===== config.mk =====
export PLATFORM = sky130hd
export DESIGN_NAME = meas_result_buffer
export DESIGN_NICKNAME = d
export VERILOG_FILES = /design/src/meas_buf_pkg.sv /design/src/meas_result_buffer.sv /design/src/scan_order.sv /design/src/result_queue.sv
export VERILOG_INCLUDE_DIRS = /design/src
export SDC_FILE = /design/constraint.sdc
export NUM_CORES = 1
export LEC_CHECK = 0
export BUFFER_PORTS_ARGS = -buffer_cell sky130_fd_sc_hd__buf_2
export CAP_MARGIN = 20
export CORE_UTILIZATION = 43
export DETAILED_ROUTE_END_ITERATION = 12
export PLACE_DENSITY = 0.58
export REMOVE_ABC_BUFFERS = 1
export SYNTH_ARGS = -nofsm -noshare
export SYNTH_HDL_FRONTEND = slang
export SYNTH_HIERARCHICAL = 1
export SYNTH_SLANG_ARGS = --single-unit

===== constraint.sdc =====
create_clock -name core_clk -period 2.2 [get_ports core_clk]
set_input_delay 0.33 -clock core_clk [delete_from_list [all_inputs] [get_ports core_clk]]
set_output_delay 0.33 -clock core_clk [all_outputs]
set_load 0.02 [all_outputs]

===== src/meas_buf_params.svh =====
// Offsets, field positions, reset values and sizes of the measurement result buffer.
// Assumes inclusion by bare name from the package and the design modules.
`ifndef MEAS_BUF_PARAMS_SVH
`define MEAS_BUF_PARAMS_SVH

`define DEPTH            64
`define PTR_W            6
`define CNT_W            7
`define RES_W            12
`define ADDR_W           4
`define DATA_W           16

`define ADDR_BUF_WORD    4'h0
`define ADDR_CTRL        4'h1
`define ADDR_STATUS      4'h2
`define ADDR_IRQ_STAT    4'h3
`define ADDR_IRQ_MASK    4'h4
`define ADDR_LEVEL       4'h5

`define BIT_FULL         15
`define BIT_EMPTY        14
`define BIT_TAG          12

`define CTRL_BUF_MODE    0
`define CTRL_SCAN_LO     1
`define CTRL_FIRST_AUX_INPUT_SEL    3
`define CTRL_SECOND_AUX_INPUT_SEL    4
`define CTRL_TEMP_SEL    5

`define IRQ_NOT_EMPTY    0
`define IRQ_FULL         1
`define IRQ_OVERRUN      2
`define IRQ_W            3

`define CTRL_RESET       16'h0000
`define MASK_RESET       3'h0

`endif


===== src/meas_buf_pkg.sv =====
// Types shared by the measurement result buffer modules.
// Assumes the constants header is on the include path.
`include "meas_buf_params.svh"

package meas_buf_pkg;

	typedef enum logic [1:0] {
		SRC_BATTERY  = 2'b00,
		SRC_FIRST_AUX_INPUT     = 2'b01,
		SRC_SECOND_AUX_INPUT     = 2'b10,
		SRC_TEMP     = 2'b11
	} src_e;

	typedef enum logic [1:0] {
		SCAN_SINGLE  = 2'b00,
		SCAN_AUTO    = 2'b01,
		SCAN_PORT    = 2'b10
	} scan_mode_e;

	typedef enum logic [1:0] {
		SEQ_IDLE     = 2'b00,
		SEQ_WAIT     = 2'b01,
		SEQ_NEXT     = 2'b10
	} seq_state_e;

	typedef logic [`RES_W-1:0] result_t;

endpackage : meas_buf_pkg


===== src/meas_result_buffer.sv =====
// Measurement result buffer: tags converter results, queues them, and reads them back.
// Assumes a register master on the plain strobe port and one converter result strobe.
//
// Strobed register access and the placing of the registers were chosen for this implementation.
`include "meas_buf_params.svh"

module meas_result_buffer
	import meas_buf_pkg::*;
(
	// Clock and reset
	input  wire logic               core_clk,
	input  wire logic               rst_n,
	// Register port
	input  wire logic [`ADDR_W-1:0] reg_addr,
	input  wire logic [`DATA_W-1:0] reg_wdata,
	input  wire logic               reg_wr,
	input  wire logic               reg_rd,
	output logic [`DATA_W-1:0]      reg_rdata,
	// Converter side
	input  wire logic               scan_start,
	input  wire logic               conv_done,
	input  wire logic [`RES_W-1:0]  conv_result,
	// Per-input result path when buffer mode is off
	output logic                    direct_valid,
	output logic [`RES_W-1:0]       direct_result,
	output logic [1:0]              direct_src,
	// Converter may stall while the queue is full
	output logic                    conv_ready,
	// Interrupt
	output logic                    irq
);

	logic                rst_s1_r;
	logic                rst_s2_r;
	logic                rst_sync_n;
	logic [`DATA_W-1:0]  ctrl_r;
	logic [`IRQ_W-1:0]   irq_stat_r;
	logic [`IRQ_W-1:0]   irq_mask_r;
	logic [`DATA_W-1:0]  reg_rdata_r;
	logic                direct_valid_r;
	logic [`RES_W-1:0]   direct_result_r;
	logic [1:0]          direct_src_r;
	logic                buf_mode;
	scan_mode_e          scan_mode;
	src_e                cur_src;
	logic                scan_busy;
	logic                q_push;
	logic                q_ready;
	logic                q_pop;
	logic                q_valid;
	logic [`RES_W:0]     q_head;
	logic [`CNT_W-1:0]   q_level;
	logic                q_full;
	logic                empty_after_pop;
	logic [`IRQ_W-1:0]   irq_events;
	logic [`IRQ_W-1:0]   irq_w1c;

	// Reset release through two flops
	always_ff @(posedge core_clk or negedge rst_n) begin
		if (!rst_n) begin
			rst_s1_r <= 1'b0;
			rst_s2_r <= 1'b0;
		end else begin
			rst_s1_r <= 1'b1;
			rst_s2_r <= rst_s1_r;
		end
	end
	assign rst_sync_n = rst_s2_r;

	function automatic logic addr_hit(input logic [`ADDR_W-1:0] a, input logic [`ADDR_W-1:0] b);
		addr_hit = (a == b);
	endfunction : addr_hit

	// Tag is 1 for first_aux_input and temperature
	function automatic logic src_tag(input src_e s);
		src_tag = (s == SRC_FIRST_AUX_INPUT) || (s == SRC_TEMP);
	endfunction : src_tag

	assign buf_mode  = ctrl_r[`CTRL_BUF_MODE];
	assign scan_mode = scan_mode_e'(ctrl_r[`CTRL_SCAN_LO+1:`CTRL_SCAN_LO]);

	scan_order u_scan_order (
		.core_clk    (core_clk),
		.rst_n       (rst_sync_n),
		.scan_start  (scan_start),
		.scan_mode   (scan_mode),
		.single_first_aux_input (ctrl_r[`CTRL_FIRST_AUX_INPUT_SEL]),
		.auto_sel    (ctrl_r[`CTRL_TEMP_SEL:`CTRL_FIRST_AUX_INPUT_SEL]),
		.conv_done   (conv_done),
		.cur_src     (cur_src),
		.scan_busy   (scan_busy)
	);

	assign q_push = conv_done && buf_mode;
	assign q_pop  = reg_rd && addr_hit(reg_addr, `ADDR_BUF_WORD);
	assign conv_ready = !buf_mode || q_ready;

	result_queue u_result_queue (
		.core_clk   (core_clk),
		.rst_n      (rst_sync_n),
		.push       (q_push),
		.push_data  ({src_tag(cur_src), conv_result}),
		.push_ready (q_ready),
		.pop        (q_pop),
		.pop_valid  (q_valid),
		.head_data  (q_head),
		.level      (q_level)
	);

	assign q_full          = !q_ready;
	assign empty_after_pop = (q_level <= `CNT_W'(1));

	// Control register; writes to the buffer word fall through unused
	always_ff @(posedge core_clk or negedge rst_sync_n) begin
		if (!rst_sync_n) begin
			ctrl_r <= `CTRL_RESET;
		end else if (reg_wr && addr_hit(reg_addr, `ADDR_CTRL)) begin
			ctrl_r <= reg_wdata;
		end
	end

	always_ff @(posedge core_clk or negedge rst_sync_n) begin
		if (!rst_sync_n) begin
			irq_mask_r <= `MASK_RESET;
		end else if (reg_wr && addr_hit(reg_addr, `ADDR_IRQ_MASK)) begin
			irq_mask_r <= reg_wdata[`IRQ_W-1:0];
		end
	end

	// Sticky events; a new event wins over a write-one clear
	assign irq_events[`IRQ_NOT_EMPTY] = q_push && q_ready;
	assign irq_events[`IRQ_FULL]      = q_push && !(q_pop && q_valid) && (q_level == `CNT_W'(`DEPTH-1));
	assign irq_events[`IRQ_OVERRUN]   = q_push && !q_ready;
	assign irq_w1c = (reg_wr && addr_hit(reg_addr, `ADDR_IRQ_STAT)) ?
		reg_wdata[`IRQ_W-1:0] : '0;

	always_ff @(posedge core_clk or negedge rst_sync_n) begin
		if (!rst_sync_n) begin
			irq_stat_r <= '0;
		end else begin
			irq_stat_r <= (irq_stat_r & ~irq_w1c) | irq_events;
		end
	end

	assign irq = |(irq_stat_r & irq_mask_r);

	// Read data, one cycle after the strobe
	always_ff @(posedge core_clk or negedge rst_sync_n) begin
		if (!rst_sync_n) begin
			reg_rdata_r <= 16'h4000;
		end else if (reg_rd) begin
			reg_rdata_r <= 16'h0000;
			case (reg_addr)
				`ADDR_BUF_WORD: begin
					reg_rdata_r[`BIT_FULL]  <= q_full;
					reg_rdata_r[`BIT_EMPTY] <= !q_valid || empty_after_pop;
					reg_rdata_r[`BIT_TAG]   <= q_valid ? q_head[`RES_W] : 1'b0;
					reg_rdata_r[`RES_W-1:0] <= q_valid ? q_head[`RES_W-1:0] : 12'h000;
				end
				`ADDR_CTRL: begin
					reg_rdata_r <= ctrl_r;
				end
				`ADDR_STATUS: begin
					reg_rdata_r[0] <= scan_busy;
					reg_rdata_r[1] <= !q_valid;
					reg_rdata_r[2] <= q_full;
				end
				`ADDR_IRQ_STAT: begin
					reg_rdata_r[`IRQ_W-1:0] <= irq_stat_r;
				end
				`ADDR_IRQ_MASK: begin
					reg_rdata_r[`IRQ_W-1:0] <= irq_mask_r;
				end
				`ADDR_LEVEL: begin
					reg_rdata_r[`CNT_W-1:0] <= q_level;
				end
				default: begin
					reg_rdata_r <= 16'h0000;
				end
			endcase
		end
	end
	assign reg_rdata = reg_rdata_r;

	// Per-input path, bypassing the buffer when buffer mode is off
	always_ff @(posedge core_clk or negedge rst_sync_n) begin
		if (!rst_sync_n) begin
			direct_valid_r  <= 1'b0;
			direct_result_r <= 12'h000;
			direct_src_r    <= 2'h0;
		end else begin
			direct_valid_r <= conv_done && !buf_mode;
			if (conv_done && !buf_mode) begin
				direct_result_r <= conv_result;
				direct_src_r    <= cur_src;
			end
		end
	end
	assign direct_valid  = direct_valid_r;
	assign direct_result = direct_result_r;
	assign direct_src    = direct_src_r;

	property p_push_in_buf_mode;
		@(posedge core_clk) disable iff (!rst_sync_n)
		(conv_done && buf_mode && q_ready) |=> (q_level == $past(q_level) + `CNT_W'(1))
			|| $past(q_pop);
	endproperty
	a_push_in_buf_mode: assert property (p_push_in_buf_mode) else $error("result not queued");

	property p_no_direct_in_buf;
		@(posedge core_clk) disable iff (!rst_sync_n)
		(conv_done && buf_mode) |=> !direct_valid;
	endproperty
	a_no_direct_in_buf: assert property (p_no_direct_in_buf) else $error("direct path used");

	property p_full_flag;
		@(posedge core_clk) disable iff (!rst_sync_n)
		(q_pop && q_level == `CNT_W'(`DEPTH)) |=> reg_rdata[`BIT_FULL];
	endproperty
	a_full_flag: assert property (p_full_flag) else $error("full flag missing");

	property p_empty_flag;
		@(posedge core_clk) disable iff (!rst_sync_n)
		(q_pop && q_level == `CNT_W'(0)) |=> reg_rdata[`BIT_EMPTY];
	endproperty
	a_empty_flag: assert property (p_empty_flag) else $error("empty flag missing");

	property p_empty_on_last;
		@(posedge core_clk) disable iff (!rst_sync_n)
		(q_pop && q_level == `CNT_W'(1)) |=> reg_rdata[`BIT_EMPTY] && (!q_valid || $past(q_push));
	endproperty
	a_empty_on_last: assert property (p_empty_on_last) else $error("late empty flag");

	property p_not_empty;
		@(posedge core_clk) disable iff (!rst_sync_n)
		(q_pop && q_level > `CNT_W'(1)) |=> !reg_rdata[`BIT_EMPTY];
	endproperty
	a_not_empty: assert property (p_not_empty) else $error("false empty flag");

	property p_read_data;
		@(posedge core_clk) disable iff (!rst_sync_n)
		(q_pop && q_valid) |=> reg_rdata[`BIT_TAG:0] == $past(q_head);
	endproperty
	a_read_data: assert property (p_read_data) else $error("wrong head returned");

	property p_pop_drops;
		@(posedge core_clk) disable iff (!rst_sync_n)
		(q_pop && q_valid && !q_push) |=> q_level == $past(q_level) - `CNT_W'(1);
	endproperty
	a_pop_drops: assert property (p_pop_drops) else $error("entry not removed");

	property p_write_ignored;
		@(posedge core_clk) disable iff (!rst_sync_n)
		(reg_wr && addr_hit(reg_addr, `ADDR_BUF_WORD) && !q_push && !q_pop) |=> $stable(q_level);
	endproperty
	a_write_ignored: assert property (p_write_ignored) else $error("write changed buffer");

endmodule : meas_result_buffer


===== src/scan_order.sv =====
// Scan sequencer: names which input the next converter result belongs to.
// Assumes conv_done pulses once per result and scan_start once per scan.
module scan_order
	import meas_buf_pkg::*;
(
	// Clock and reset
	input  wire logic       core_clk,
	input  wire logic       rst_n,
	// Scan setup
	input  wire logic       scan_start,
	input  wire scan_mode_e scan_mode,
	input  wire logic       single_first_aux_input,
	input  wire logic [2:0] auto_sel,
	// Result strobe
	input  wire logic       conv_done,
	output src_e            cur_src,
	output logic            scan_busy
);

	seq_state_e state_r;
	src_e       src_r;
	logic [2:0] left_r;

	// First selected input in auto order: first_aux_input, second_aux_input, temp
	function automatic src_e first_auto(input logic [2:0] sel);
		if (sel[0]) begin
			first_auto = SRC_FIRST_AUX_INPUT;
		end else if (sel[1]) begin
			first_auto = SRC_SECOND_AUX_INPUT;
		end else begin
			first_auto = SRC_TEMP;
		end
	endfunction : first_auto

	assign cur_src   = src_r;
	assign scan_busy = (state_r != SEQ_IDLE);

	always_ff @(posedge core_clk or negedge rst_n) begin
		if (!rst_n) begin
			state_r <= SEQ_IDLE;
			src_r   <= SRC_BATTERY;
			left_r  <= 3'h0;
		end else begin
			case (state_r)
				SEQ_IDLE: begin
					if (scan_start) begin
						state_r <= SEQ_WAIT;
						case (scan_mode)
							SCAN_AUTO: begin
								src_r  <= first_auto(auto_sel);
								left_r <= auto_sel;
							end
							SCAN_PORT: begin
								src_r  <= SRC_BATTERY;
								left_r <= 3'h7;
							end
							default: begin
								src_r  <= single_first_aux_input ? SRC_FIRST_AUX_INPUT : SRC_BATTERY;
								left_r <= 3'h0;
							end
						endcase
					end
				end
				SEQ_WAIT: begin
					if (conv_done) begin
						state_r <= SEQ_NEXT;
					end
				end
				SEQ_NEXT: begin
					state_r <= SEQ_IDLE;
					if (scan_mode == SCAN_PORT) begin
						if (src_r == SRC_BATTERY) begin
							src_r   <= SRC_FIRST_AUX_INPUT;
							state_r <= SEQ_WAIT;
						end else if (src_r == SRC_FIRST_AUX_INPUT) begin
							src_r   <= SRC_SECOND_AUX_INPUT;
							state_r <= SEQ_WAIT;
						end
					end else if (scan_mode == SCAN_AUTO) begin
						if (src_r == SRC_FIRST_AUX_INPUT && left_r[1]) begin
							src_r   <= SRC_SECOND_AUX_INPUT;
							state_r <= SEQ_WAIT;
						end else if (src_r != SRC_TEMP && left_r[2]) begin
							src_r   <= SRC_TEMP;
							state_r <= SEQ_WAIT;
						end
					end
				end
				default: begin
					state_r <= SEQ_IDLE;
				end
			endcase
		end
	end

endmodule : scan_order


===== src/result_queue.sv =====
// Sixty-four entry queue of 13-bit tagged results in flip-flops.
// Assumes push and pop come from one clock domain; pop of empty is ignored.
`include "meas_buf_params.svh"

module result_queue
	import meas_buf_pkg::*;
(
	// Clock and reset
	input  wire logic              core_clk,
	input  wire logic              rst_n,
	// Fill side
	input  wire logic              push,
	input  wire logic [`RES_W:0]   push_data,
	output logic                   push_ready,
	// Drain side
	input  wire logic              pop,
	output logic                   pop_valid,
	output logic [`RES_W:0]        head_data,
	output logic [`CNT_W-1:0]      level
);

	logic [`RES_W:0]   mem_r [`DEPTH];
	logic [`PTR_W-1:0] wr_ptr_r;
	logic [`PTR_W-1:0] rd_ptr_r;
	logic [`CNT_W-1:0] cnt_r;
	logic              do_push;
	logic              do_pop;

	assign pop_valid  = (cnt_r != '0);
	assign push_ready = (cnt_r != `CNT_W'(`DEPTH));
	assign do_pop     = pop && pop_valid;
	assign do_push    = push && push_ready;
	assign head_data  = mem_r[rd_ptr_r];
	assign level      = cnt_r;

	always_ff @(posedge core_clk) begin
		if (do_push) begin
			mem_r[wr_ptr_r] <= push_data;
		end
	end

	// Reset discards every entry
	always_ff @(posedge core_clk or negedge rst_n) begin
		if (!rst_n) begin
			wr_ptr_r <= '0;
			rd_ptr_r <= '0;
			cnt_r    <= '0;
		end else begin
			if (do_push) begin
				wr_ptr_r <= wr_ptr_r + `PTR_W'(1);
			end
			if (do_pop) begin
				rd_ptr_r <= rd_ptr_r + `PTR_W'(1);
			end
			case ({do_push, do_pop})
				2'b10:   cnt_r <= cnt_r + `CNT_W'(1);
				2'b01:   cnt_r <= cnt_r - `CNT_W'(1);
				default: cnt_r <= cnt_r;
			endcase
		end
	end

endmodule : result_queue


* Word-level counts from Yosys, hierarchy flattened
Memories as Yosys holds them, arrays and structs flattened. Cells that the tools add are included.
Storage, ports and cells: flip-flop bits (word level) 81, memory bits (writable) 832, bits of input ports 38, output and inout port bits 33, word-level logic and storage cells 110, memories kept 1
Operators by class: add/sub/neg operators 4, $lt $le $gt $ge 1, equality and inequality tests 21, multiplexer cells 33, bitwise gates (word level) 4, reduce and logical (&&, ||, !) cells 31
Memories:
- u_result_queue.mem_r | depth 64, bits a word 13, read ports 1, clocked after memory_dff 0, wr ports 1, RTL line result_queue.sv:22 | logic [`RES_W:0] mem_r [`DEPTH];
Operators by type and width (number):
- two-way mux 2 bit | 14
- case mux 3 bit (6 select lines) | 1
- case mux 7 bit (2 select lines) | 1
- logical AND 1 bit | 13
- adder 6 x 1 -> 6 bit (second input constant) | 2
- two-way mux 12 bit | 1
- case mux 2 bit (2 select lines) | 3
- case mux 4 bit (3 select lines) | 1
- case mux 6 bit (2 select lines) | 1
- == test 2 x 1 -> 1 bit (second input constant) | 4
- == test 2 bit (second input constant) | 4
- == test 4 x 2 -> 1 bit (second input constant) | 2
- == test 4 x 3 -> 1 bit (second input constant) | 2
- two-way mux 1 bit | 8
- adder 7 x 1 -> 7 bit (second input constant) | 1
- == test 7 x 6 -> 1 bit (second input constant) | 1
- less-or-equal comparator 7 x 1 -> 1 bit (second input constant) | 1
- inequality test 7 bit (second input constant) | 1
- nonzero test 7 bit | 1
- subtractor 7 x 1 -> 7 bit (second input constant) | 1
- bitwise AND 3 bit | 2
- inequality test 2 bit (second input constant) | 3
- case mux 2 bit (3 select lines) | 1
- case mux 3 bit (2 select lines) | 1
- other kinds (15) | 24

* Logic depth before layout (Yosys ltp)
Gate-level depths: netlist (run 1).
depth after elaboration 7, depth in mapped cells 13, mapped depth without buffers 13

* Cells and area by module
Netlist (run 1), hierarchy kept.
Modules (own cells, without submodules):
- result_queue | instances 1, cells each 1586, area each 33156.8 um^2, seq. area each 25459.4 um^2
- meas_result_buffer | instances 1, cells each 191, area each 2462.4 um^2, seq. area each 1377.6 um^2
- scan_order | instances 1, cells each 46, area each 409.1 um^2, seq. area each 150.1 um^2

* Worst setup path before layout (run 1)
Ideal clock, no wire load.
kind input port to flip-flop, from in reg_addr[2], to reg u_result_queue.cnt_r[5], in the netlist u_result_queue/level[5], library setup time 136 ps, data arrival time 2822 ps, required time 2064 ps, slack -759 ps, stages on the path 11, path buffers 1, path through or3_1 nor3_1 o21a_1 clkbuf_1 ha_1 ha_1 a21o_1 a21o_1 a21oi_1 nor4_1 or3b_2
On the way: word-level cells in the longest chain between the ends 5, elaborated cells on any way between the ends 7, those cells by class eq/ne (2); mux (1); reduce/logical (4)
RTL lines:
- start: declaration | RTL line meas_result_buffer.sv:14 | input wire logic [`ADDR_W-1:0] reg_addr,
- zero test 4 bit * | RTL line meas_result_buffer.sv:71 | addr_hit = (a == b);
- logical AND 1 bit * | RTL line meas_result_buffer.sv:95 | assign q_pop = reg_rd && addr_hit(reg_addr, `ADDR_BUF_WORD);
- net q_pop | RTL line meas_result_buffer.sv:49 | logic q_pop;
- logical AND 1 bit * | RTL line result_queue.sv:31 | assign do_pop = pop && pop_valid;
- net u_result_queue.do_pop | RTL line result_queue.sv:27 | logic do_pop;
- == test 2 x 1 -> 1 bit or == test 2 bit (tied branches) | RTL line result_queue.sv:55 | case ({do_push, do_pop})
- case mux 7 bit (2 select lines) or nonzero test 2 bit (tied branches)
- end signal: assignment | RTL line result_queue.sv:56 | 2'b10: cnt_r <= cnt_r + `CNT_W'(1);
- end signal: assignment | RTL line result_queue.sv:57 | 2'b01: cnt_r <= cnt_r - `CNT_W'(1);
- end signal: assignment | RTL line result_queue.sv:58 | default: cnt_r <= cnt_r;
- end: declaration | RTL line result_queue.sv:25 | logic [`CNT_W-1:0] cnt_r;
The timed path passes the listed nets; every way through them passes the cells marked *. A chain may end at the register's enable or synchronous reset.

* Worst setup path in the final report (run 1)
from reg u_result_queue.rd_ptr_r[0], to reg reg_rdata_r[1], in the netlist reg_rdata[1]
On the way: word-level cells in the longest chain between the ends 3
RTL lines:
- start: declaration | RTL line result_queue.sv:24 | logic [`PTR_W-1:0] rd_ptr_r;
- start signal: assignment | RTL line result_queue.sv:53 | rd_ptr_r <= rd_ptr_r + `PTR_W'(1);
- memory (64 x 13 bit)
- net q_head[1] | RTL line meas_result_buffer.sv:51 | logic [`RES_W:0] q_head;
- two-way mux 12 bit | RTL line meas_result_buffer.sv:158 | reg_rdata_r[`RES_W-1:0] <= q_valid ? q_head[`RES_W-1:0] : 12'h000;
- case mux 3 bit (6 select lines) | RTL line meas_result_buffer.sv:153 | case (reg_addr)
- end signal: indexed assignment | RTL line meas_result_buffer.sv:155 | reg_rdata_r[`BIT_FULL] <= q_full;
- end signal: indexed assignment | RTL line meas_result_buffer.sv:156 | reg_rdata_r[`BIT_EMPTY] <= !q_valid || empty_after_pop;
- end signal: indexed assignment | RTL line meas_result_buffer.sv:158
- end: declaration | RTL line meas_result_buffer.sv:39 | logic [`DATA_W-1:0] reg_rdata_r;
The timed path passes the listed nets, and every way through them passes these cells.

==> results of run 1 <==
## per-layer routing
layer	track usage	vias up	share of wire
met3	0.0293	95	0.056
met1	0.317	10397	0.44
met4	0.0516	0	0.016
met5	0	-	0
li1	-	8339	-
met2	0.357	609	0.49
## cells in the mapped netlist, drive strengths merged (16+ instances only)
cell type / count / area [sq um]
inv: 18 / 67.6
mux4: 157 / 3540
o22ai: 29 / 181
a2111oi: 20 / 179
buf: 67 / 459
mux2i: 132 / 1320
o221ai: 21 / 184
a221oi: 18 / 158
mux2: 62 / 713
edfxtp: 832 / 25000
dfrtp: 79 / 1980
nor2: 103 / 387
a21oi: 16 / 80.1
nand2: 38 / 143
clkbuf: 36 / 135
## registers in the layout, indices dropped and copies added, names as in the netlist
| name | count |
|---|---|
| reg_rdata | 16 |
| u_scan_order/state_r | 2 |
| ctrl_r | 16 |
| irq_stat_r | 3 |
| u_result_queue/wr_ptr_r | 6 |
| u_scan_order/cur_src | 2 |
| u_result_queue/mem_r | 832 |
| rst_s1_r | 1 |
| direct_src | 2 |
| direct_valid | 1 |
| irq_mask_r | 3 |
| u_result_queue/level | 7 |
| rst_s2_r | 1 |
| u_scan_order/left_r | 2 |
| direct_result | 12 |
| u_result_queue/rd_ptr_r | 6 |
## cell type report
| class | count | area [sq um] |
|---|---|---|
| inverters | 19 | 71.3 |
| flip-flops and latches | 912 | 27000 |
| fillers | 6270 | 37000 |
| clock inverters | 55 | 536 |
| clock buffers | 117 | 2500 |
| repair buffers | 422 | 4450 |
| well taps | 1070 | 1340 |
| multi-input cells | 789 | 9600 |
## logic make-up (layout without fill, tap and decap cells)
| logic type | count (synthesis) | count (layout) | synth area share |
|---|---|---|---|
| and+or+nand+nor | 227 | 227 | 0.0306 |
| buffers and inverters | 122 | 613 | 0.0185 |
| xor gates and xnor gates | 13 | 13 | 0.00316 |
| muxes | 351 | 351 | 0.155 |
| DFF | 912 | 912 | 0.749 |
| AOI/OAI and AO/OA | 186 | 186 | 0.0400 |
| other | 1 | 1 | 0.000104 |
| adders and majority gates | 11 | 11 | 0.00403 |
## worst max-delay path: stages (launching register included)
cell,delay (ns)
dfrtp_4,0.46
buf_8,0.15
buf_12,0.15
buf_12,0.18
mux4_2,0.57
a2111oi_4,0.60
buf_4,0.23
nor4_4,0.05
a21oi_1,0.13
o221ai_1,0.12
## worst max-delay path by stage
stage,start,to,slack (ns),cells after the start
global route,u_result_queue/rd_ptr_r[0],reg_rdata[10],-0.60,10
detailed placement,u_result_queue/rd_ptr_r[0],reg_rdata[0],-1.04,9
finish,u_result_queue/rd_ptr_r[0],reg_rdata[1],-0.57,9
global placement,u_result_queue/rd_ptr_r[0],reg_rdata[0],-1.06,9
CTS,u_result_queue/rd_ptr_r[0],reg_rdata[10],-0.55,10
floorplan,u_result_queue/rd_ptr_r[0],reg_rdata[11],-8.08,7
## power breakdown
part | switching, mW | internal [mW]
sequential | 0.494 | 19.6
clock | 6.47 | 9.22
combinational | 7.01 | 7.00
total | 14.0 | 35.8
## metrics by stage
step	util	instances	cell area, sq um
2_1_floorplan	-	1720	35400
3_3_place_gp	0.488	3153	40300
3_5_place_dp	0.488	3154	40300
4_1_cts	0.548	3378	45200
5_1_grt	0.551	3384	45500
6_report	0.551	3384	45500
## what timing repair did
| action | CTS | global route |
|---|---|---|
| hold buffers | 19 | 0 |
| pin swaps | 53 | 32 |
| endpoints found under the hold margin | 25 | 0 |
| buffers inserted | 29 | 7 |
| setup endpoints to repair | 742 | 831 |
| resized for setup | 238 | 56 |
| cloned | 8 | 2 |
==> impl_metrics.env, run 1 <==
export IMPL_number_of_antenna_violations_at_the_first_check_in_global_routing=0
export IMPL_setup_total_negative_slack_ns=-6.44
export IMPL_r2r_start="u_result_queue/rd_ptr_r[0]"
export IMPL_crit_path_category="reg2reg"
export IMPL_timing_critical_path_required_ns=2.71
export IMPL_setup_viol=16
export IMPL_setup_slack_placement_ns=-1.04
export IMPL_vias=19440
export IMPL_ios=71
export IMPL_timing_final_crit_period_ns=2.77
export IMPL_die_area_sq_um=84900
export IMPL_detail_route_iter0_violations=1741
export IMPL_cts_inserted_buffers=93
export IMPL_place_congestion=0.889
export IMPL_max_clock_freq_ghz=0.361
export IMPL_worst_hold_slack_ns=0.0813
export IMPL_post_synth_instance_area_sq_um=36000
export IMPL_worst_slew_pin_transition_ns=1.05
export IMPL_insertion_delay_ns=0.64
export IMPL_post_drt_wl_per_cell_um=27.5
export IMPL_clock_tree_root_cell="clkbuf_16"
export IMPL_max_cap_viol_count=0
export IMPL_diodes_inserted=0
export IMPL_design_core_area_sq_um=82500
export IMPL_route_final_wire_length_um=93100
export IMPL_cts_path_max_buffers=3
export IMPL_portBuffers=70
export IMPL_ant_nets=0
export IMPL_grt_max_degree=66
export IMPL_failed_checks="negative setup slack"
export IMPL_dpl_hpwl_um=59800
export IMPL_gr_util_all_layers=0.220
export IMPL_post_synth_num_cell_types=74
export IMPL_count_of_flip_flops_with_a_built_in_enable_after_synthesis=832
export IMPL_critical_path_endpoint_type="register"
export IMPL_slew_headroom=0.299
export IMPL_drc=0
export IMPL_rsz0062_at_grt="yes"
export IMPL_postLayoutSetupSlackWorst_ns=-0.573
export IMPL_die_extent_in_x_um=291
export IMPL_final_hold_violation_count=0
export IMPL_detail_route_first_pass_iterations=7
export IMPL_r2r_worst_path_cells=9
export IMPL_final_common_cell="edfxtp_1"
export IMPL_grt_ovfl_total=0
export IMPL_ys_flop_type="edfxtp_1"
export IMPL_synth_seq_area_share=0.749
export IMPL_p_leak_nw=15.3
export IMPL_timing_hold_worst_class="in2reg"
export IMPL_clock_sink_count=912
export IMPL_finalMaxSlewViolations=0
export IMPL_first_global_vias=19957
export IMPL_vdd_ir_drop_worst_v=0.000637
export IMPL_worstReg2RegEnd="reg_rdata[1]"
export IMPL_mean_syn_cell_area_sq_um=19.8
export IMPL_reg2reg_setup_slack_ns=-0.57
export IMPL_run_status="finished, violations left"
export IMPL_tritoncts_clock_tree="built"
export IMPL_finish_net_count=2286
export IMPL_path_clk_slew_ns=0.06
export IMPL_ys_ff_latch=912
export IMPL_synthesis_instances=1823
export IMPL_post_route_period_util=1.26
export IMPL_asyncSetResetFlopFracSynth=0.0877
export IMPL_holdCritStartpoint="conv_done"
export IMPL_core_rowCount=105
export IMPL_worst_hold_path_endpoint="u_scan_order/state_r[1]"
export IMPL_post_route_total_power_mw=49.8
export IMPL_synth_warnings=6
export IMPL_worstPathMaxFanout=15
export IMPL_worst_ep_arrival_time_ns=3.28
export IMPL_timing_critical_path_from_type="register"
export IMPL_die_h_um=291
export IMPL_mostFrequentLayoutCells="edfxtp_1, buf_4, mux4_2"
export IMPL_worst_hold_path_num_cells=4
export IMPL_grt_first_pass_wirelength_um=136000
export IMPL_fin_worst_skew_ns=0.0191
export IMPL_count_of_h_tree_levels_built_during_cts=3
export IMPL_layout_area_overhead_vs_synth_pct=26.3
export IMPL_initial_utilization=0.437
export IMPL_post_route_cells_drive_above_1_share=0.394
export IMPL_power_density_nw_per_um2=1090
export IMPL_vias_per_cell=5.74
Power figures use the tool's default switching activity.
==> run 2, diff against run 1 <==
--- a/config.mk
+++ b/config.mk
@@ -8,5 +8,5 @@
 export LEC_CHECK = 0
 export BUFFER_PORTS_ARGS = -buffer_cell sky130_fd_sc_hd__buf_2
-export CAP_MARGIN = 20
+export CAP_MARGIN = 40
 export CORE_UTILIZATION = 43
 export DETAILED_ROUTE_END_ITERATION = 12
==> constraint.sdc (replaced) <==
create_clock -name core_clk -period 2.2 [get_ports core_clk]
set_input_delay 0.22 -clock core_clk [delete_from_list [all_inputs] [get_ports core_clk]]
set_output_delay 0.22 -clock core_clk [all_outputs]
set_load 0.02 [all_outputs]
==> run 2 against run 1 <==
The run still ends with negative setup slack left. Final area rose by 0.51%. Maximum frequency down 1.5%. Sequential share of layout area fell by 0.30 points. Clock skew up 0.0053 ns. Setup slack worse by 0.043 ns. Utilization up 0.28 points. Total power rose by 1.3%. Count of clock-buffer cells in the layout shrank 4. Largest power group unchanged.
==> impl_metrics.env, run 2 (synthesis gave the netlist of run 1 again) <==
export IMPL_vias=19709
export IMPL_cpMaxStageDelayCell="dfrtp_4"
export IMPL_detail_route_first_pass_iterations=5
export IMPL_final_fill_count=6206
export IMPL_max_clock_freq_ghz=0.355
export IMPL_seq_area_sq_um=27000
export IMPL_most_flops_register="u_result_queue/mem_r"
export IMPL_setup_slack_placement_ns=-1.11
export IMPL_cts_inserted_buffers=94
export IMPL_die_area_sq_um=84900
export IMPL_crit_path_category="reg2reg"
export IMPL_vias_per_cell=5.80
export IMPL_final_hold_violation_count=0
export IMPL_ios=71
export IMPL_insertion_delay_ns=0.65
export IMPL_reg2reg_setup_slack_ns=-0.62
export IMPL_holdCritStartpoint="conv_result[1]"
export IMPL_path_clk_slew_ns=0.06
export IMPL_route_final_wire_length_um=94900
export IMPL_post_route_cells_drive_above_1_share=0.410
export IMPL_critical_path_n_buffers_inverters=5
export IMPL_design_core_area_sq_um=82500
export IMPL_power_net_switching_mw=14.2
export IMPL_vdd_ir_drop_worst_v=0.000733
export IMPL_finish_net_count=2297
export IMPL_crit_top_cell="buf_12"
export IMPL_multiInputGateArea_sq_um=9660
export IMPL_drc=0
export IMPL_critical_path_endpoint_type="register"
export IMPL_r2r_start="u_result_queue/rd_ptr_r[0]"
export IMPL_post_route_total_power_mw=50.5
export IMPL_place_congestion=0.908
export IMPL_dpl_hpwl_um=59700
export IMPL_setup_viol=16
export IMPL_mostFrequentLayoutCells="edfxtp_1, buf_4, mux4_2"
export IMPL_gr_util_all_layers=0.224
export IMPL_rsz0062_at_grt="yes"
export IMPL_path_cells="buf_12 -> buf_12 -> buf_12 -> mux4_2 -> mux2i_1 -> nor2_1 -> a2111oi_4 -> buf_2 -> buf_4 -> nor4_4 -> and3_1 -> a221o_1"
export IMPL_worst_setup_path_startpoint="u_result_queue/rd_ptr_r[0]"
export IMPL_power_density_nw_per_um2=1100
export IMPL_detail_route_iter0_violations=1902
export IMPL_clock_sink_count=912
export IMPL_grt_max_degree=66
export IMPL_sequentialPowerShare=0.399
export IMPL_timing_final_crit_period_ns=2.82
export IMPL_cts_path_max_buffers=3
export IMPL_postLayoutSetupSlackWorst_ns=-0.616
export IMPL_grt_first_pass_wirelength_um=139000
export IMPL_setup_total_negative_slack_ns=-7.72
export IMPL_comb_power_share=0.285
export IMPL_slew_headroom=0.411
export IMPL_placedInstanceArea_sq_um=40300
export IMPL_portBuffers=70
export IMPL_core_rowCount=105
export IMPL_tritoncts_clock_tree="built"
export IMPL_clock_tree_root_cell="clkbuf_16"
export IMPL_layout_area_overhead_vs_synth_pct=26.9
export IMPL_worst_hold_path_num_cells=2
export IMPL_die_extent_in_x_um=291
export IMPL_initial_utilization=0.437
export IMPL_post_drt_wl_per_cell_um=27.9
export IMPL_run_status="finished, violations left"
export IMPL_worstReg2RegEnd="reg_rdata[8]"
export IMPL_timing_critical_path_from_type="register"
export IMPL_p_leak_nw=15.4
export IMPL_relative_contribution_of_the_clock_network_to_total_power=0.316
export IMPL_worstPathMaxFanout=8
export IMPL_die_h_um=291
export IMPL_worst_slew_pin_transition_ns=0.883
export IMPL_worst_path_dominant_cell_family="buffers and inverters"
export IMPL_area_of_all_placed_cells_without_fillers_sq_um=45700
export IMPL_number_of_antenna_violations_at_the_first_check_in_global_routing=0
export IMPL_count_of_h_tree_levels_built_during_cts=3
export IMPL_fin_worst_skew_ns=0.0243
export IMPL_power_switching_share=0.282
export IMPL_timing_hold_worst_class="in2reg"
export IMPL_worst_hold_path_endpoint="u_result_queue/mem_r[30][1]"
export IMPL_failed_checks="negative setup slack"
export IMPL_max_cap_viol_count=0
export IMPL_post_route_period_util=1.28
export IMPL_ant_nets=0
export IMPL_final_common_cell="edfxtp_1"
export IMPL_first_global_vias=20093
export IMPL_r2r_worst_path_cells=12
export IMPL_cellInternalPower_mw=36.3
export IMPL_finalMaxSlewViolations=0
export IMPL_critical_path_max_stage_delay_ns=0.52
export IMPL_timing_critical_path_required_ns=2.73
export IMPL_max_ffs_per_register=832
export IMPL_grt_ovfl_total=0
export IMPL_worst_ep_arrival_time_ns=3.34
[run 2: worst max path at each step]
stage                     to  slack (ns)  depth (start not counted)
6_report        reg_rdata[8]       -0.62                         12
3_3_place_gp    reg_rdata[3]       -1.38                          9
5_1_grt        reg_rdata[10]       -0.66                         10
4_1_cts        reg_rdata[12]       -0.57                         10
2_1_floorplan  reg_rdata[11]       -8.08                          7
3_5_place_dp   reg_rdata[10]       -1.11                          8
[run 2: power groups by stage]
stage	Sequential [mW]	Combinational, mW	Clock, mW
finish	20.1	14.4	16.0
detailed placement	20.4	11.5	0
global placement	20.4	11.3	0
global route	20.2	15.1	16.9
floorplan	21.0	3.56	0
CTS	20.1	13.6	16.2
[run 2: timing repair]
item | CTS | global route
endpoints found under the setup margin | 851 | 821
pin swaps | 50 | 56
buffers inserted | 16 | 32
resized for setup | 188 | 131
gates cloned | 9 | 4
endpoints found under the hold margin | 36 | 0
hold buffers | 21 | 0
[run 2: cell type report]
type                    count  share of cell area
well taps                1070              0.0293
repair buffers            432              0.0994
clock inverters            63              0.0123
diodes                      2            0.000109
multi-input cells         789               0.211
inverters                  19             0.00156
clock buffers             113              0.0555
flip-flops and latches    912               0.590
[run 2: stage by stage]
step / hold slack, ns / cells / util
finish: 0.0818 / 3400 / 0.554
global route: 0.0742 / 3398 / 0.554
CTS: 0.0521 / 3370 / 0.545
detailed placement: 0.0114 / 3149 / 0.489
global placement: 0.00501 / 3145 / 0.488
floorplan: -0.0756 / 1720 / -
[run 2: routing by layer]
metal,share of wire,wire length (um),global-route usage
met1,0.44,41700,0.327
met2,0.48,45800,0.360
met3,0.062,5850,0.0302
met4,0.015,1450,0.0503
met5,0,0,0
[run 2: worst register-to-register path: stages, from the launching register on]
cell	delay (ns)
dfrtp_4	0.52
buf_12	0.17
buf_12	0.14
buf_12	0.13
mux4_2	0.43
mux2i_1	0.17
nor2_1	0.10
a2111oi_4	0.24
buf_2	0.20
buf_4	0.14
nor4_4	0.05
and3_1	0.15
a221o_1	0.25
==> run 3, diff against run 2 <==
- RECOVER_POWER: default -> 50
- SKIP_CTS_REPAIR_TIMING: default -> 1
==> run 3 against run 2 <==
The run ends with max-capacitance violations, max-slew violations, negative setup slack left. Critical endpoint unchanged. Via count is 1.5% lower. Utilization is 0.67 points lower. First-iteration DRC count is 11% lower. Total power is 0.97% lower.
==> impl_metrics.env, run 3 (synthesis gave the netlist of run 1 again) <==
export IMPL_run_status="finished, violations left"
export IMPL_failed_checks="max-capacitance violations, max-slew violations, negative setup slack"
export IMPL_clock_sink_count=912
export IMPL_number_of_antenna_violations_at_the_first_check_in_global_routing=1
export IMPL_die_h_um=291
export IMPL_placed_instances=3149
export IMPL_count_of_h_tree_levels_built_during_cts=3
export IMPL_layout_area_overhead_vs_synth_pct=25.4
export IMPL_tritoncts_clock_tree="built"
export IMPL_vdd_ir_drop_worst_v=0.000741
export IMPL_timing_final_crit_period_ns=2.82
export IMPL_gr_util_all_layers=0.218
export IMPL_post_route_total_power_mw=50.0
export IMPL_most_flops_register="u_result_queue/mem_r"
export IMPL_setup_total_negative_slack_ns=-208.39
export IMPL_drc=0
export IMPL_setup_viol=849
export IMPL_portBuffers=70
export IMPL_power_density_nw_per_um2=1110
export IMPL_groute_layer_met2_usage=0.343
export IMPL_cts_path_max_buffers=3
export IMPL_rsz0062_at_grt="yes"
export IMPL_finish_net_count=2288
export IMPL_die_area_sq_um=84900
export IMPL_p_leak_nw=15.1
export IMPL_placedInstanceArea_sq_um=40300
export IMPL_initial_utilization=0.437
export IMPL_crit_path_category="reg2reg"
export IMPL_final_common_cell="edfxtp_1"
export IMPL_ios=71
export IMPL_slew_headroom=-0.395
export IMPL_grt_first_pass_wirelength_um=135000
export IMPL_post_drt_wl_per_cell_um=27.8
export IMPL_area_of_all_placed_cells_without_fillers_sq_um=45200
export IMPL_global_route_usage_met3=0.0429
export IMPL_finalMaxSlewViolations=205
export IMPL_worstPathMaxFanout=8
export IMPL_worst_ep_arrival_time_ns=3.34
export IMPL_ant_nets=0
export IMPL_dpl_hpwl_um=59700
export IMPL_design_core_area_sq_um=82500
export IMPL_cts_inserted_buffers=94
export IMPL_layout_cells_non_filler=3390
export IMPL_max_cap_viol_count=5
export IMPL_first_global_vias=19651
export IMPL_grt_util_met1=0.310
export IMPL_critical_path_endpoint_type="register"
export IMPL_insertion_delay_ns=0.65
export IMPL_grt_most_used_layer="met2"
export IMPL_timing_critical_path_required_ns=2.73
export IMPL_path_clk_slew_ns=0.06
export IMPL_grt_ovfl_total=0
export IMPL_mostFrequentLayoutCells="edfxtp_1, buf_4, mux4_2"
export IMPL_place_congestion=0.908
export IMPL_timing_critical_path_from_type="register"
export IMPL_worst_slew_pin_transition_ns=2.09
export IMPL_die_extent_in_x_um=291
export IMPL_fin_worst_skew_ns=0.0220
export IMPL_grt_max_degree=66
export IMPL_max_ffs_per_register=832
export IMPL_detail_route_first_pass_iterations=7
export IMPL_route_final_wire_length_um=94200
export IMPL_layout_core_utilization=0.548
export IMPL_core_rowCount=105
export IMPL_max_clock_freq_ghz=0.355
export IMPL_final_hold_violation_count=0
export IMPL_final_fill_count=6274
export IMPL_clock_tree_root_cell="clkbuf_16"
export IMPL_vias=19411
export IMPL_detail_route_iter0_violations=1702
export IMPL_vias_per_cell=5.73
export IMPL_postLayoutSetupSlackWorst_ns=-0.618
export IMPL_post_route_cells_drive_above_1_share=0.378
export IMPL_post_route_period_util=1.28
export IMPL_timing_hold_worst_class="in2reg"
[run 3: final timing paths]
| check | start | to | slack (ns) | cells after the start |
|---|---|---|---|---|
| setup / recovery | u_result_queue/rd_ptr_r[0] | reg_rdata[8] | -0.62 | 11 |
| hold / removal | conv_done | irq_stat_r[2] | 0.01 | 4 |
| setup reg to reg | u_result_queue/rd_ptr_r[0] | reg_rdata[8] | -0.62 | 11 |
| hold reg to reg | rst_s2_r | reg_rdata[13] | 0.33 | 0 |
| max in group asynchronous | rst_s2_r | u_scan_order/cur_src[0] | 0.26 | 1 |
| min in group asynchronous | rst_s2_r | reg_rdata[13] | 0.33 | 0 |
[run 3: stage by stage]
step	hold WS [ns]	setup WS, ns
3_5_place_dp	0.0114	-1.11
2_1_floorplan	-0.0756	-8.08
5_1_grt	0.0187	-0.671
6_report	0.0119	-0.618
3_3_place_gp	0.00501	-1.38
4_1_cts	-0.680	-1.12
[run 3: cell type report]
type / count / area [sq um] / area share
tap: 1070 / 1340 / 0.0296
sequential: 912 / 27000 / 0.598
clock inverter: 63 / 563 / 0.0125
inverter: 19 / 71.3 / 0.00158
timing repair buffer: 423 / 4170 / 0.0924
multi-input combinational: 789 / 9490 / 0.210
clock buffer: 113 / 2540 / 0.0562
antenna: 1 / 2.50 / 0.0000554
[run 3: routing by layer]
metal / wire length (um) / vias to the layer above
met2: 45200 / 636
met3: 5970 / 118
met4: 1820 / 0
li1: - / 8374
met1: 41200 / 10283
met5: 0 / -
[run 3: power by group]
part	internal [mW]	switching (mW)
clock	9.39	6.56
sequential	19.6	0.490
combinational	6.95	6.97
total	36.0	14.0
[run 3: worst max-delay path: stages, from the launching register on]
cell and delay [ns]:
dfrtp_4 0.44, buf_12 0.17, buf_16 0.15, mux4_2 0.51, mux2i_1 0.17, nor2_1 0.10
a2111oi_4 0.33, clkbuf_2 0.20, buf_4 0.15, nor4_4 0.05, and3_1 0.16, a221o_1 0.25
